File: config.mk
export PLATFORM = sky130hd
export DESIGN_NAME = csg_top
export DESIGN_NICKNAME = d
export VERILOG_FILES = /design/src/rtl/csg_pkg.sv /design/src/rtl/csg_phase.sv /design/src/rtl/csg_top.sv
export SDC_FILE = /design/constraint.sdc
export NUM_CORES = 1
export LEC_CHECK = 0
export BUFFER_PORTS_ARGS = -buffer_cell sky130_fd_sc_hd__buf_2
export CORE_MARGIN = 5
export CORE_UTILIZATION = 25
export DETAILED_ROUTE_END_ITERATION = 10
export PLACE_DENSITY_LB_ADDON = 0.1
export RECOVER_POWER = 25
export SYNTH_ARGS = -nofsm -noshare
export SYNTH_HDL_FRONTEND = slang
export SYNTH_SLANG_ARGS = --single-unit
File: constraint.sdc
create_clock -name sys_clk -period 6.8 [get_ports sys_clk]
set_clock_uncertainty 0.05 [all_clocks]
set_input_delay 0.68 -clock sys_clk [delete_from_list [all_inputs] [get_ports sys_clk]]
set_output_delay 0.68 -clock sys_clk [all_outputs]
set_load 0.03 [all_outputs]
File: src/rtl/csg_pkg.sv
package csg_pkg;
    // bus geometry
    localparam int ADDR_W = 8;
    localparam int DATA_W = 32;
    localparam int PHASES = 3;
    // register byte addresses
    localparam logic [7:0] AMP_CONFIG_ADDR = 8'h00;
    localparam logic [7:0] SENSOR_CONFIG_ADDR = 8'h04;
    localparam logic [7:0] OCP_LEVEL_ADDR = 8'h08;
    localparam logic [7:0] BLANK_TIME_ADDR = 8'h0C;
    localparam logic [7:0] STATUS_ADDR = 8'h10;
    // amp_config_reg fields
    localparam int EN_LSB = 0;
    localparam int OFS_LSB = 3;
    localparam int OFS_W = 2;
    localparam int GAIN_LSB = 5;
    localparam int GAIN_W = 3;
    localparam int TRUNC_BIT = 8;
    // sensor_config_reg fields
    localparam int MODE_LSB = 0;
    localparam int MODE_W = 2;
    localparam int RDSON_BIT = 2;
    localparam int SINGLE_BIT = 3;
    localparam int CALIB_BIT = 4;
    // ocp level fields
    localparam int THR_W = 4;
    localparam int PTHR_LSB = 0;
    localparam int NTHR_LSB = 4;
    // blank time
    localparam int BLANK_W = 8;
    // status fields
    localparam int ST_CONN_LSB = 0;
    localparam int ST_BLANK_LSB = 3;
    localparam int ST_POS_LSB = 6;
    localparam int ST_NEG_LSB = 9;
    localparam int ST_DRV_BIT = 12;
    // reset values
    localparam logic [2:0] EN_RST = 3'h0;
    localparam logic [1:0] OFS_RST = 2'h0;
    localparam logic [2:0] GAIN_RST = 3'h0;
    localparam logic [3:0] THR_RST = 4'h0;
    localparam logic [7:0] BLANK_RST = 8'h00;
    localparam logic [7:0] BLANK_ONE = 8'h01;

    // timing modes; low gate on encodes as zero
    typedef enum logic [1:0] {
        CSG_LOW_GATE_ON,
        CSG_HIGH_GATE_OFF,
        CSG_ALWAYS_ON,
        CSG_ALWAYS_OFF
    } csg_mode_e;
endpackage

File: src/rtl/csg_phase.sv
`timescale 1ns/1ps
module csg_phase #(
    parameter int BLANK_W = 8
) (
    // clock and reset
    input wire logic sys_clk,
    input wire logic reset,
    // configuration
    input wire logic enable,
    input wire csg_pkg::csg_mode_e mode,
    input wire logic single_shunt,
    input wire logic [BLANK_W-1:0] blank_len,
    // synchronised gate levels
    input wire logic gl_own,
    input wire logic gl_any,
    input wire logic gh_own,
    input wire logic gh_all,
    // results
    output logic connect,
    output logic blanking,
    output logic autozero
);
    logic connect_reg, connect_next;
    logic blank_reg, blank_next;
    logic az_reg, az_next;
    logic gh_prev_reg, gh_prev_next;
    logic [BLANK_W-1:0] cnt_reg, cnt_next;
    logic gate_on, high_gate_off_mode, on;

    // ----------------------------------------
    // gating and blanking
    // ----------------------------------------
    always_comb
    begin
        gate_on = single_shunt ? gl_any : gl_own;
        high_gate_off_mode = single_shunt ? !gh_all : !gh_own;
        case (mode)
            csg_pkg::CSG_LOW_GATE_ON: on = gate_on;
            csg_pkg::CSG_HIGH_GATE_OFF: on = high_gate_off_mode;
            csg_pkg::CSG_ALWAYS_ON: on = 1'b1;
            default: on = 1'b0;
        endcase
        connect_next = enable && on;
        gh_prev_next = gh_own;
        az_next = gh_own && !gh_prev_reg;
        cnt_next = cnt_reg;
        if (gh_own != gh_prev_reg)
        begin
            cnt_next = blank_len;
        end
        else if (cnt_reg != '0)
        begin
            cnt_next = cnt_reg - BLANK_W'(1);
        end
        blank_next = (cnt_next != '0);
    end

    always_ff @(posedge sys_clk)
    begin
        if (reset)
        begin
            connect_reg <= 1'b0;
            blank_reg <= 1'b0;
            az_reg <= 1'b0;
            gh_prev_reg <= 1'b0;
            cnt_reg <= '0;
        end
        else
        begin
            connect_reg <= connect_next;
            blank_reg <= blank_next;
            az_reg <= az_next;
            gh_prev_reg <= gh_prev_next;
            cnt_reg <= cnt_next;
        end
    end

    assign connect = connect_reg;
    assign blanking = blank_reg;
    assign autozero = az_reg;

    // ----------------------------------------
    // checks
    // ----------------------------------------
    disabled_stays_off_a: assert property (@(posedge sys_clk) disable iff (reset)
        !enable |=> !connect_reg) else $error("disabled amplifier connected");
    always_on_conn_a: assert property (@(posedge sys_clk) disable iff (reset)
        (enable && mode == csg_pkg::CSG_ALWAYS_ON) |=> connect_reg)
        else $error("always on output not connected");
    low_gate_conn_a: assert property (@(posedge sys_clk) disable iff (reset)
        (enable && mode == csg_pkg::CSG_LOW_GATE_ON && !single_shunt)
        |=> (connect_reg == $past(gl_own))) else $error("low gate gating wrong");
    autozero_edge_a: assert property (@(posedge sys_clk) disable iff (reset)
        (gh_own && !gh_prev_reg) |=> autozero ##1 !autozero)
        else $error("auto zero pulse wrong");
    blank_start_a: assert property (@(posedge sys_clk) disable iff (reset)
        ($changed(gh_own) && blank_len != '0) |=> blank_reg ##1 blank_reg == $past(blank_len) > 1)
        else $error("blanking not started on gate edge");
endmodule

File: src/rtl/csg_top.sv
// The implementer's own choices: register access over Wishbone and the register offsets.
`timescale 1ns/1ps
// Operation
// - each of three amplifiers has own enable
// - four timing modes select output connection
// - disabled amplifier output never connected
// - low-gate-on connects while own low gate
// - single shunt uses OR of low gates
// - multiple amplifiers use their own phase gate
// - high-gate-off connects whenever high gate off
// - always-on keeps enabled outputs connected
// - on-resistance sensing forces mode zero
// - route drain or source to positive input
// - offset level selectable among four values
// - shared positive and negative threshold levels
// - positive comparator can truncate PWM drive
// - blank amplifier on high gate transitions
// - auto-zero on high gate rising edges
// - blanked output shows only the offset
module csg_top #(
    parameter int PHASES = csg_pkg::PHASES,
    parameter int BLANK_W = csg_pkg::BLANK_W
) (
    // clock and reset
    input wire logic sys_clk,
    input wire logic reset,
    // wishbone slave
    input wire logic wb_cyc_i,
    input wire logic wb_stb_i,
    input wire logic wb_we_i,
    input wire logic [csg_pkg::ADDR_W-1:0] wb_adr_i,
    input wire logic [3:0] wb_sel_i,
    input wire logic [csg_pkg::DATA_W-1:0] wb_dat_i,
    output logic [csg_pkg::DATA_W-1:0] wb_dat_o,
    output logic wb_ack_o,
    // gate drive and comparator pins
    input wire logic [PHASES-1:0] low_side_gate_n,
    input wire logic [PHASES-1:0] high_side_gate_n,
    input wire logic [PHASES-1:0] pos_comp_in,
    input wire logic [PHASES-1:0] neg_comp_in,
    input wire logic driver_enable_pin,
    // amplifier control
    output logic [PHASES-1:0] sense_output_n,
    output logic [PHASES-1:0] input_blank,
    output logic [PHASES-1:0] autozero_pulse,
    output logic [PHASES-1:0] amp_enable,
    output logic drain_to_positive,
    output logic [csg_pkg::OFS_W-1:0] offset_select,
    output logic [csg_pkg::GAIN_W-1:0] gain_select,
    output logic [csg_pkg::THR_W-1:0] pos_threshold,
    output logic [csg_pkg::THR_W-1:0] neg_threshold,
    output logic calibration_mode,
    output logic [PHASES-1:0] pwm_truncate
);
    localparam int SW = 4 * PHASES + 1;
    localparam int MULTI_AMPS = 2;

    // ----------------------------------------
    // input synchronisers
    // ----------------------------------------
    logic [SW-1:0] meta_reg, meta_next, sync_reg, sync_next;
    logic [PHASES-1:0] gl_s, gh_s, pos_s, neg_s;
    logic drv_s;

    always_comb
    begin
        meta_next = {driver_enable_pin, neg_comp_in, pos_comp_in,
            high_side_gate_n, low_side_gate_n};
        sync_next = meta_reg;
    end

    always_ff @(posedge sys_clk)
    begin
        if (reset)
        begin
            meta_reg <= '0;
            sync_reg <= '0;
        end
        else
        begin
            meta_reg <= meta_next;
            sync_reg <= sync_next;
        end
    end

    assign {drv_s, neg_s, pos_s, gh_s, gl_s} = sync_reg;

    // ----------------------------------------
    // register file
    // ----------------------------------------
    logic [PHASES-1:0] en_reg, en_next;
    logic [csg_pkg::OFS_W-1:0] ofs_reg, ofs_next;
    logic [csg_pkg::GAIN_W-1:0] gain_reg, gain_next;
    logic trunc_reg, trunc_next;
    csg_pkg::csg_mode_e mode_reg, mode_next;
    logic rdson_reg, rdson_next;
    logic single_reg, single_next;
    logic calib_reg, calib_next;
    logic [csg_pkg::THR_W-1:0] pthr_reg, pthr_next, nthr_reg, nthr_next;
    logic [BLANK_W-1:0] blank_reg, blank_next;
    logic ack_reg, ack_next;
    logic [csg_pkg::DATA_W-1:0] rdat_reg, rdat_next;
    logic [PHASES-1:0] trn_reg, trn_next;
    logic [PHASES-1:0] conn, blnk, az;
    logic req, wr;
    logic shared_gate;

    always_comb
    begin
        req = wb_cyc_i && wb_stb_i && !ack_reg;
        wr = req && wb_we_i && wb_sel_i[0];
        en_next = en_reg;
        ofs_next = ofs_reg;
        gain_next = gain_reg;
        trunc_next = trunc_reg;
        mode_next = mode_reg;
        rdson_next = rdson_reg;
        single_next = single_reg;
        calib_next = calib_reg;
        pthr_next = pthr_reg;
        nthr_next = nthr_reg;
        blank_next = blank_reg;
        if (wr)
        begin
            case (wb_adr_i)
                csg_pkg::AMP_CONFIG_ADDR:
                begin
                    en_next = wb_dat_i[csg_pkg::EN_LSB +: PHASES];
                    ofs_next = wb_dat_i[csg_pkg::OFS_LSB +: csg_pkg::OFS_W];
                    gain_next = wb_dat_i[csg_pkg::GAIN_LSB +: csg_pkg::GAIN_W];
                end
                csg_pkg::SENSOR_CONFIG_ADDR:
                begin
                    mode_next = csg_pkg::csg_mode_e'(
                        wb_dat_i[csg_pkg::MODE_LSB +: csg_pkg::MODE_W]);
                    rdson_next = wb_dat_i[csg_pkg::RDSON_BIT];
                    single_next = wb_dat_i[csg_pkg::SINGLE_BIT];
                    calib_next = wb_dat_i[csg_pkg::CALIB_BIT];
                end
                csg_pkg::OCP_LEVEL_ADDR:
                begin
                    pthr_next = wb_dat_i[csg_pkg::PTHR_LSB +: csg_pkg::THR_W];
                    nthr_next = wb_dat_i[csg_pkg::NTHR_LSB +: csg_pkg::THR_W];
                end
                csg_pkg::BLANK_TIME_ADDR:
                begin
                    blank_next = wb_dat_i[BLANK_W-1:0];
                end
                default:
                begin
                    blank_next = blank_reg;
                end
            endcase
        end
        // truncate enable sits alone in byte 1 of the amp config word
        if (req && wb_we_i && wb_sel_i[1] && wb_adr_i == csg_pkg::AMP_CONFIG_ADDR)
        begin
            trunc_next = wb_dat_i[csg_pkg::TRUNC_BIT];
        end
        if (rdson_next)
        begin
            mode_next = csg_pkg::CSG_LOW_GATE_ON;
        end
        ack_next = req;
        rdat_next = '0;
        if (req && !wb_we_i)
        begin
            case (wb_adr_i)
                csg_pkg::AMP_CONFIG_ADDR:
                begin
                    rdat_next[csg_pkg::EN_LSB +: PHASES] = en_reg;
                    rdat_next[csg_pkg::OFS_LSB +: csg_pkg::OFS_W] = ofs_reg;
                    rdat_next[csg_pkg::GAIN_LSB +: csg_pkg::GAIN_W] = gain_reg;
                    rdat_next[csg_pkg::TRUNC_BIT] = trunc_reg;
                end
                csg_pkg::SENSOR_CONFIG_ADDR:
                begin
                    rdat_next[csg_pkg::MODE_LSB +: csg_pkg::MODE_W] = mode_reg;
                    rdat_next[csg_pkg::RDSON_BIT] = rdson_reg;
                    rdat_next[csg_pkg::SINGLE_BIT] = single_reg;
                    rdat_next[csg_pkg::CALIB_BIT] = calib_reg;
                end
                csg_pkg::OCP_LEVEL_ADDR:
                begin
                    rdat_next[csg_pkg::PTHR_LSB +: csg_pkg::THR_W] = pthr_reg;
                    rdat_next[csg_pkg::NTHR_LSB +: csg_pkg::THR_W] = nthr_reg;
                end
                csg_pkg::BLANK_TIME_ADDR:
                begin
                    rdat_next[BLANK_W-1:0] = blank_reg;
                end
                csg_pkg::STATUS_ADDR:
                begin
                    rdat_next[csg_pkg::ST_CONN_LSB +: PHASES] = conn;
                    rdat_next[csg_pkg::ST_BLANK_LSB +: PHASES] = blnk;
                    rdat_next[csg_pkg::ST_POS_LSB +: PHASES] = pos_s;
                    rdat_next[csg_pkg::ST_NEG_LSB +: PHASES] = neg_s;
                    rdat_next[csg_pkg::ST_DRV_BIT] = drv_s;
                end
                default:
                begin
                    rdat_next = '0;
                end
            endcase
        end
        trn_next = trunc_reg ? pos_s : '0;
        // two or more enabled amplifiers always use their own phase
        shared_gate = single_reg && ($countones(en_reg) < MULTI_AMPS);
    end

    always_ff @(posedge sys_clk)
    begin
        if (reset)
        begin
            en_reg <= csg_pkg::EN_RST;
            ofs_reg <= csg_pkg::OFS_RST;
            gain_reg <= csg_pkg::GAIN_RST;
            trunc_reg <= 1'b0;
            mode_reg <= csg_pkg::CSG_LOW_GATE_ON;
            rdson_reg <= 1'b0;
            single_reg <= 1'b0;
            calib_reg <= 1'b0;
            pthr_reg <= csg_pkg::THR_RST;
            nthr_reg <= csg_pkg::THR_RST;
            blank_reg <= csg_pkg::BLANK_RST;
            ack_reg <= 1'b0;
            rdat_reg <= '0;
            trn_reg <= '0;
        end
        else
        begin
            en_reg <= en_next;
            ofs_reg <= ofs_next;
            gain_reg <= gain_next;
            trunc_reg <= trunc_next;
            mode_reg <= mode_next;
            rdson_reg <= rdson_next;
            single_reg <= single_next;
            calib_reg <= calib_next;
            pthr_reg <= pthr_next;
            nthr_reg <= nthr_next;
            blank_reg <= blank_next;
            ack_reg <= ack_next;
            rdat_reg <= rdat_next;
            trn_reg <= trn_next;
        end
    end

    // ----------------------------------------
    // per phase gating
    // ----------------------------------------
    genvar g;
    generate
        for (g = 0; g < PHASES; g++)
        begin : ph
            csg_phase #(
                .BLANK_W(BLANK_W)
            ) u_phase (
                .sys_clk(sys_clk),
                .reset(reset),
                .enable(en_reg[g]),
                .mode(mode_reg),
                .single_shunt(shared_gate),
                .blank_len(blank_reg),
                .gl_own(gl_s[g]),
                .gl_any(|gl_s),
                .gh_own(gh_s[g]),
                .gh_all(&gh_s),
                .connect(conn[g]),
                .blanking(blnk[g]),
                .autozero(az[g])
            );
        end
    endgenerate

    // ----------------------------------------
    // outputs
    // ----------------------------------------
    assign wb_ack_o = ack_reg;
    assign wb_dat_o = rdat_reg;
    assign sense_output_n = conn;
    assign input_blank = blnk;
    assign autozero_pulse = az;
    assign amp_enable = en_reg;
    assign drain_to_positive = rdson_reg;
    assign offset_select = ofs_reg;
    assign gain_select = gain_reg;
    assign pos_threshold = pthr_reg;
    assign neg_threshold = nthr_reg;
    assign calibration_mode = calib_reg;
    assign pwm_truncate = trn_reg;

    // ----------------------------------------
    // checks
    // ----------------------------------------
    rdson_forces_mode_a: assert property (@(posedge sys_clk) disable iff (reset)
        rdson_reg |-> mode_reg == csg_pkg::CSG_LOW_GATE_ON)
        else $error("mode not forced in on-resistance sensing");
    ack_single_pulse_a: assert property (@(posedge sys_clk) disable iff (reset)
        (wb_cyc_i && wb_stb_i && !ack_reg) |=> ack_reg ##1 !ack_reg)
        else $error("bus ack not a single pulse");
    truncate_follow_a: assert property (@(posedge sys_clk) disable iff (reset)
        !trunc_reg |=> pwm_truncate == '0) else $error("truncation while disabled");
    threshold_write_a: assert property (@(posedge sys_clk) disable iff (reset)
        (wr && wb_adr_i == csg_pkg::OCP_LEVEL_ADDR)
        |=> pos_threshold == $past(wb_dat_i[csg_pkg::PTHR_LSB +: csg_pkg::THR_W]))
        else $error("threshold not stored");
endmodule

==> impl_metrics.env <==
export IMPL_status="completed"
export IMPL_grt_overflow=0
export IMPL_ys_seq_elements=109
export IMPL_cp_arrival_ns=2.64
export IMPL_fill_cells=2071
export IMPL_hold_ws_ns=0.3885
export IMPL_p_per_area_mw_per_mm2=333.5
export IMPL_cts_buffer_depth=2
export IMPL_core_mm2=0.01933
export IMPL_slowest_stage="and4b_1"
export IMPL_wl_per_cell_um=15.48
export IMPL_syn_area_mm2=0.004880
export IMPL_drc=0
export IMPL_antenna_found_initial=0
export IMPL_start_util_pct=25.24
export IMPL_largest_register_ffs=24
export IMPL_first_global_vias=3592
export IMPL_num_vias=3714
export IMPL_grt_pass1_wl_um=20530
export IMPL_ys_warn_count=0
export IMPL_wl_um=13060
export IMPL_cts_hold_buf=0
export IMPL_clkTransAtPathRegs_ns=0.08
export IMPL_ctsResizeCount=0
export IMPL_fmax_mhz=402.4
export IMPL_critPathKind="in2reg"
export IMPL_setup_viol=0
export IMPL_drtPass1Iterations=4
export IMPL_crit_chain="buf_2 -> or4_4 -> nor3_1 -> and4b_1 -> mux2i_1 -> nor2_1"
export IMPL_dieArea_mm2=0.02241
export IMPL_synth_cell_type_count=57
export IMPL_place_hpwl_um=9261
export IMPL_n_antenna_cell=0
export IMPL_max_slew_margin_pct=31.27
export IMPL_row_count=51
export IMPL_post_route_util_pct=29.25
export IMPL_cts_made_buffers=9
export IMPL_cts_tree="yes"
export IMPL_worst_slew_pin_transition_ns=1.031
export IMPL_slew_violations=0
export IMPL_synth_area_leaders="dfxtp_1 (45%), mux2i_1 (8.2%), nor2b_1 (5.4%), buf_4 (4.9%), nor2_1 (4.2%)"
export IMPL_drt_iter0_drc=274
export IMPL_io_buffers=80
export IMPL_async_flop_share_pct=0
export IMPL_cts_root_buf="clkbuf_16"
export IMPL_cts_sinks=109
export IMPL_period_needed_ns=2.485
export IMPL_die_h_um=149.7
export IMPL_period_share_pct=36.55
export IMPL_place_congestion=0.7607
export IMPL_crit_path_start_kind="input pin"
export IMPL_h_tree_depth=3
export IMPL_area_growth_syn_to_layout_pct=15.90
export IMPL_drv_cap=0
export IMPL_clock_latency_ns=0.36
export IMPL_track_usage_pct=11.89
export IMPL_critical_path_required_ns=6.96
export IMPL_fin_tns_setup_ns=0
export IMPL_synth_edf_count=0
export IMPL_synth_flop_cell="dfxtp_1"
export IMPL_avgSynthCellArea_um2=9.420
export IMPL_drive_gt1_share_pct=18.48
export IMPL_max_vdd_ir_drop_v=0.0001194
export IMPL_critical_path_max_stage_delay_ns=0.65
export IMPL_hold_class="reg2reg"
export IMPL_yosysSeqAreaShare_pct=44.72
export IMPL_leakage_nw=2.426
export IMPL_io_pins=125
export IMPL_post_cts_buffers=0
export IMPL_yosysTopAreaCell="dfxtp_1"
export IMPL_synth_top_cell_area_share_pct=44.72
export IMPL_seqCellArea_mm2=0.002182
export IMPL_fp_dieW_um=149.7
export IMPL_hold_viol_final=0
export IMPL_path_max_fanout=8
export IMPL_grt_start_max_net_pins=96
export IMPL_drtAntennaViolNets=0
export IMPL_syn_inst=518
export IMPL_viasPerCell=4.400
export IMPL_nets=646
export IMPL_multi_input_area_mm2=0.002385
export IMPL_rsz0062_at_grt="false"
export IMPL_setup_worst_path_end_class="flip-flop"
[cells by family (layout without fill, tap and decap cells)]
logic type | count (synthesis) | after routing | synth area share (%)
muxes | 43 | 43 | 8.897
buffers and inverters | 69 | 112 | 7.923
adders and majority gates | 10 | 10 | 2.564
AOI/OAI and AO/OA | 76 | 76 | 10.62
xor gates and xnor gates | 15 | 15 | 2.692
other | 1 | 19 | 0.07685
and+or+nand+nor | 195 | 195 | 22.51
DFF | 109 | 109 | 44.72
[cell type report]
cell class / count / area share (%)
inverter: 13 / 0.8628
clock inverter: 7 / 1.195
clock buffer: 9 / 3.982
sequential: 109 / 38.58
timing repair buffer: 83 / 7.345
multi-input combinational: 358 / 42.17
tap: 265 / 5.863
[final timing paths]
kind                                                           from                                end  slack, ns  cells after the start
worst max register to register  ph[1].u_phase.cnt_reg[0]$_SDFF_PP0_  ph[1].u_phase.blanking$_SDFF_PP0_       4.43                      7
worst min register to register              meta_reg[11]$_SDFF_PP0_            sync_reg[11]$_SDFF_PP0_       0.39                      1
worst max-delay path                                    wb_adr_i[5]      neg_threshold[3]$_SDFFE_PP0P_       4.31                      6
worst min-delay path                        meta_reg[11]$_SDFF_PP0_            sync_reg[11]$_SDFF_PP0_       0.39                      1
[synth_stat cells (all sizes together) (12+ instances only)]
| cell | n |
|---|---|
| inv | 13 |
| nand2 | 15 |
| dfxtp | 109 |
| nor2 | 55 |
| nand3 | 12 |
| a21oi | 23 |
| buf | 39 |
| o21ai | 16 |
| nor2b | 42 |
| nor3 | 12 |
| mux2i | 40 |
| clkbuf | 17 |
[routing by layer]
layer	vias to the layer above	GRT usage, %	wire length (um)
met5	-	0	0
met4	0	2.836	135
met3	9	3.664	946
met2	100	18.53	5899
met1	1734	16.14	6081
li1	1871	-	-
[critical path, delay by kind of cell]
kind	cells	cell delay [ns]
buffers and inverters	1	0.09
multiplexers	1	0.26
AND/OR/NAND/NOR	4	1.60
[where the power goes]
part           internal [mW]  switching (mW)  leakage, nW
Combinational          0.277           0.321         1.40
Clock                  0.257           0.265        0.140
Sequential             0.703          0.0613        0.890
[per-stage QoR]
| step | setup WS (ns) | instance area, um^2 | cells | power, mW |
|---|---|---|---|---|
| after floorplan | 4.486 | 4947 | 536 | 1.271 |
| after global placement | 3.945 | 5370 | 828 | 1.374 |
| after detailed placement | 3.913 | 5370 | 828 | 1.379 |
| after CTS | 4.294 | 5663 | 844 | 1.915 |
| after global routing | 4.141 | 5655 | 844 | 2.025 |
| final | 4.315 | 5655 | 844 | 1.886 |
[cell usage in the layout (no fill, tap or decap), types with 4 or more instances in the layout]
master	count
and2_1	5
nand3_1	12
and4b_1	5
nand2b_1	10
nor2b_1	42
nand3b_1	4
or3_1	7
xor2_1	5
o21ai_0	16
clkbuf_1	6
nor3_1	12
nand2_1	15
a22oi_1	6
a21oi_1	23
clkbuf_16	9
a222oi_1	8
buf_2	74
xnor2_1	10
dfxtp_1	109
ha_1	10
conb_1	19
inv_1	13
mux2i_1	40
nor2_1	55
and3_1	6
Note: power is estimated with default switching activity, not from simulation.
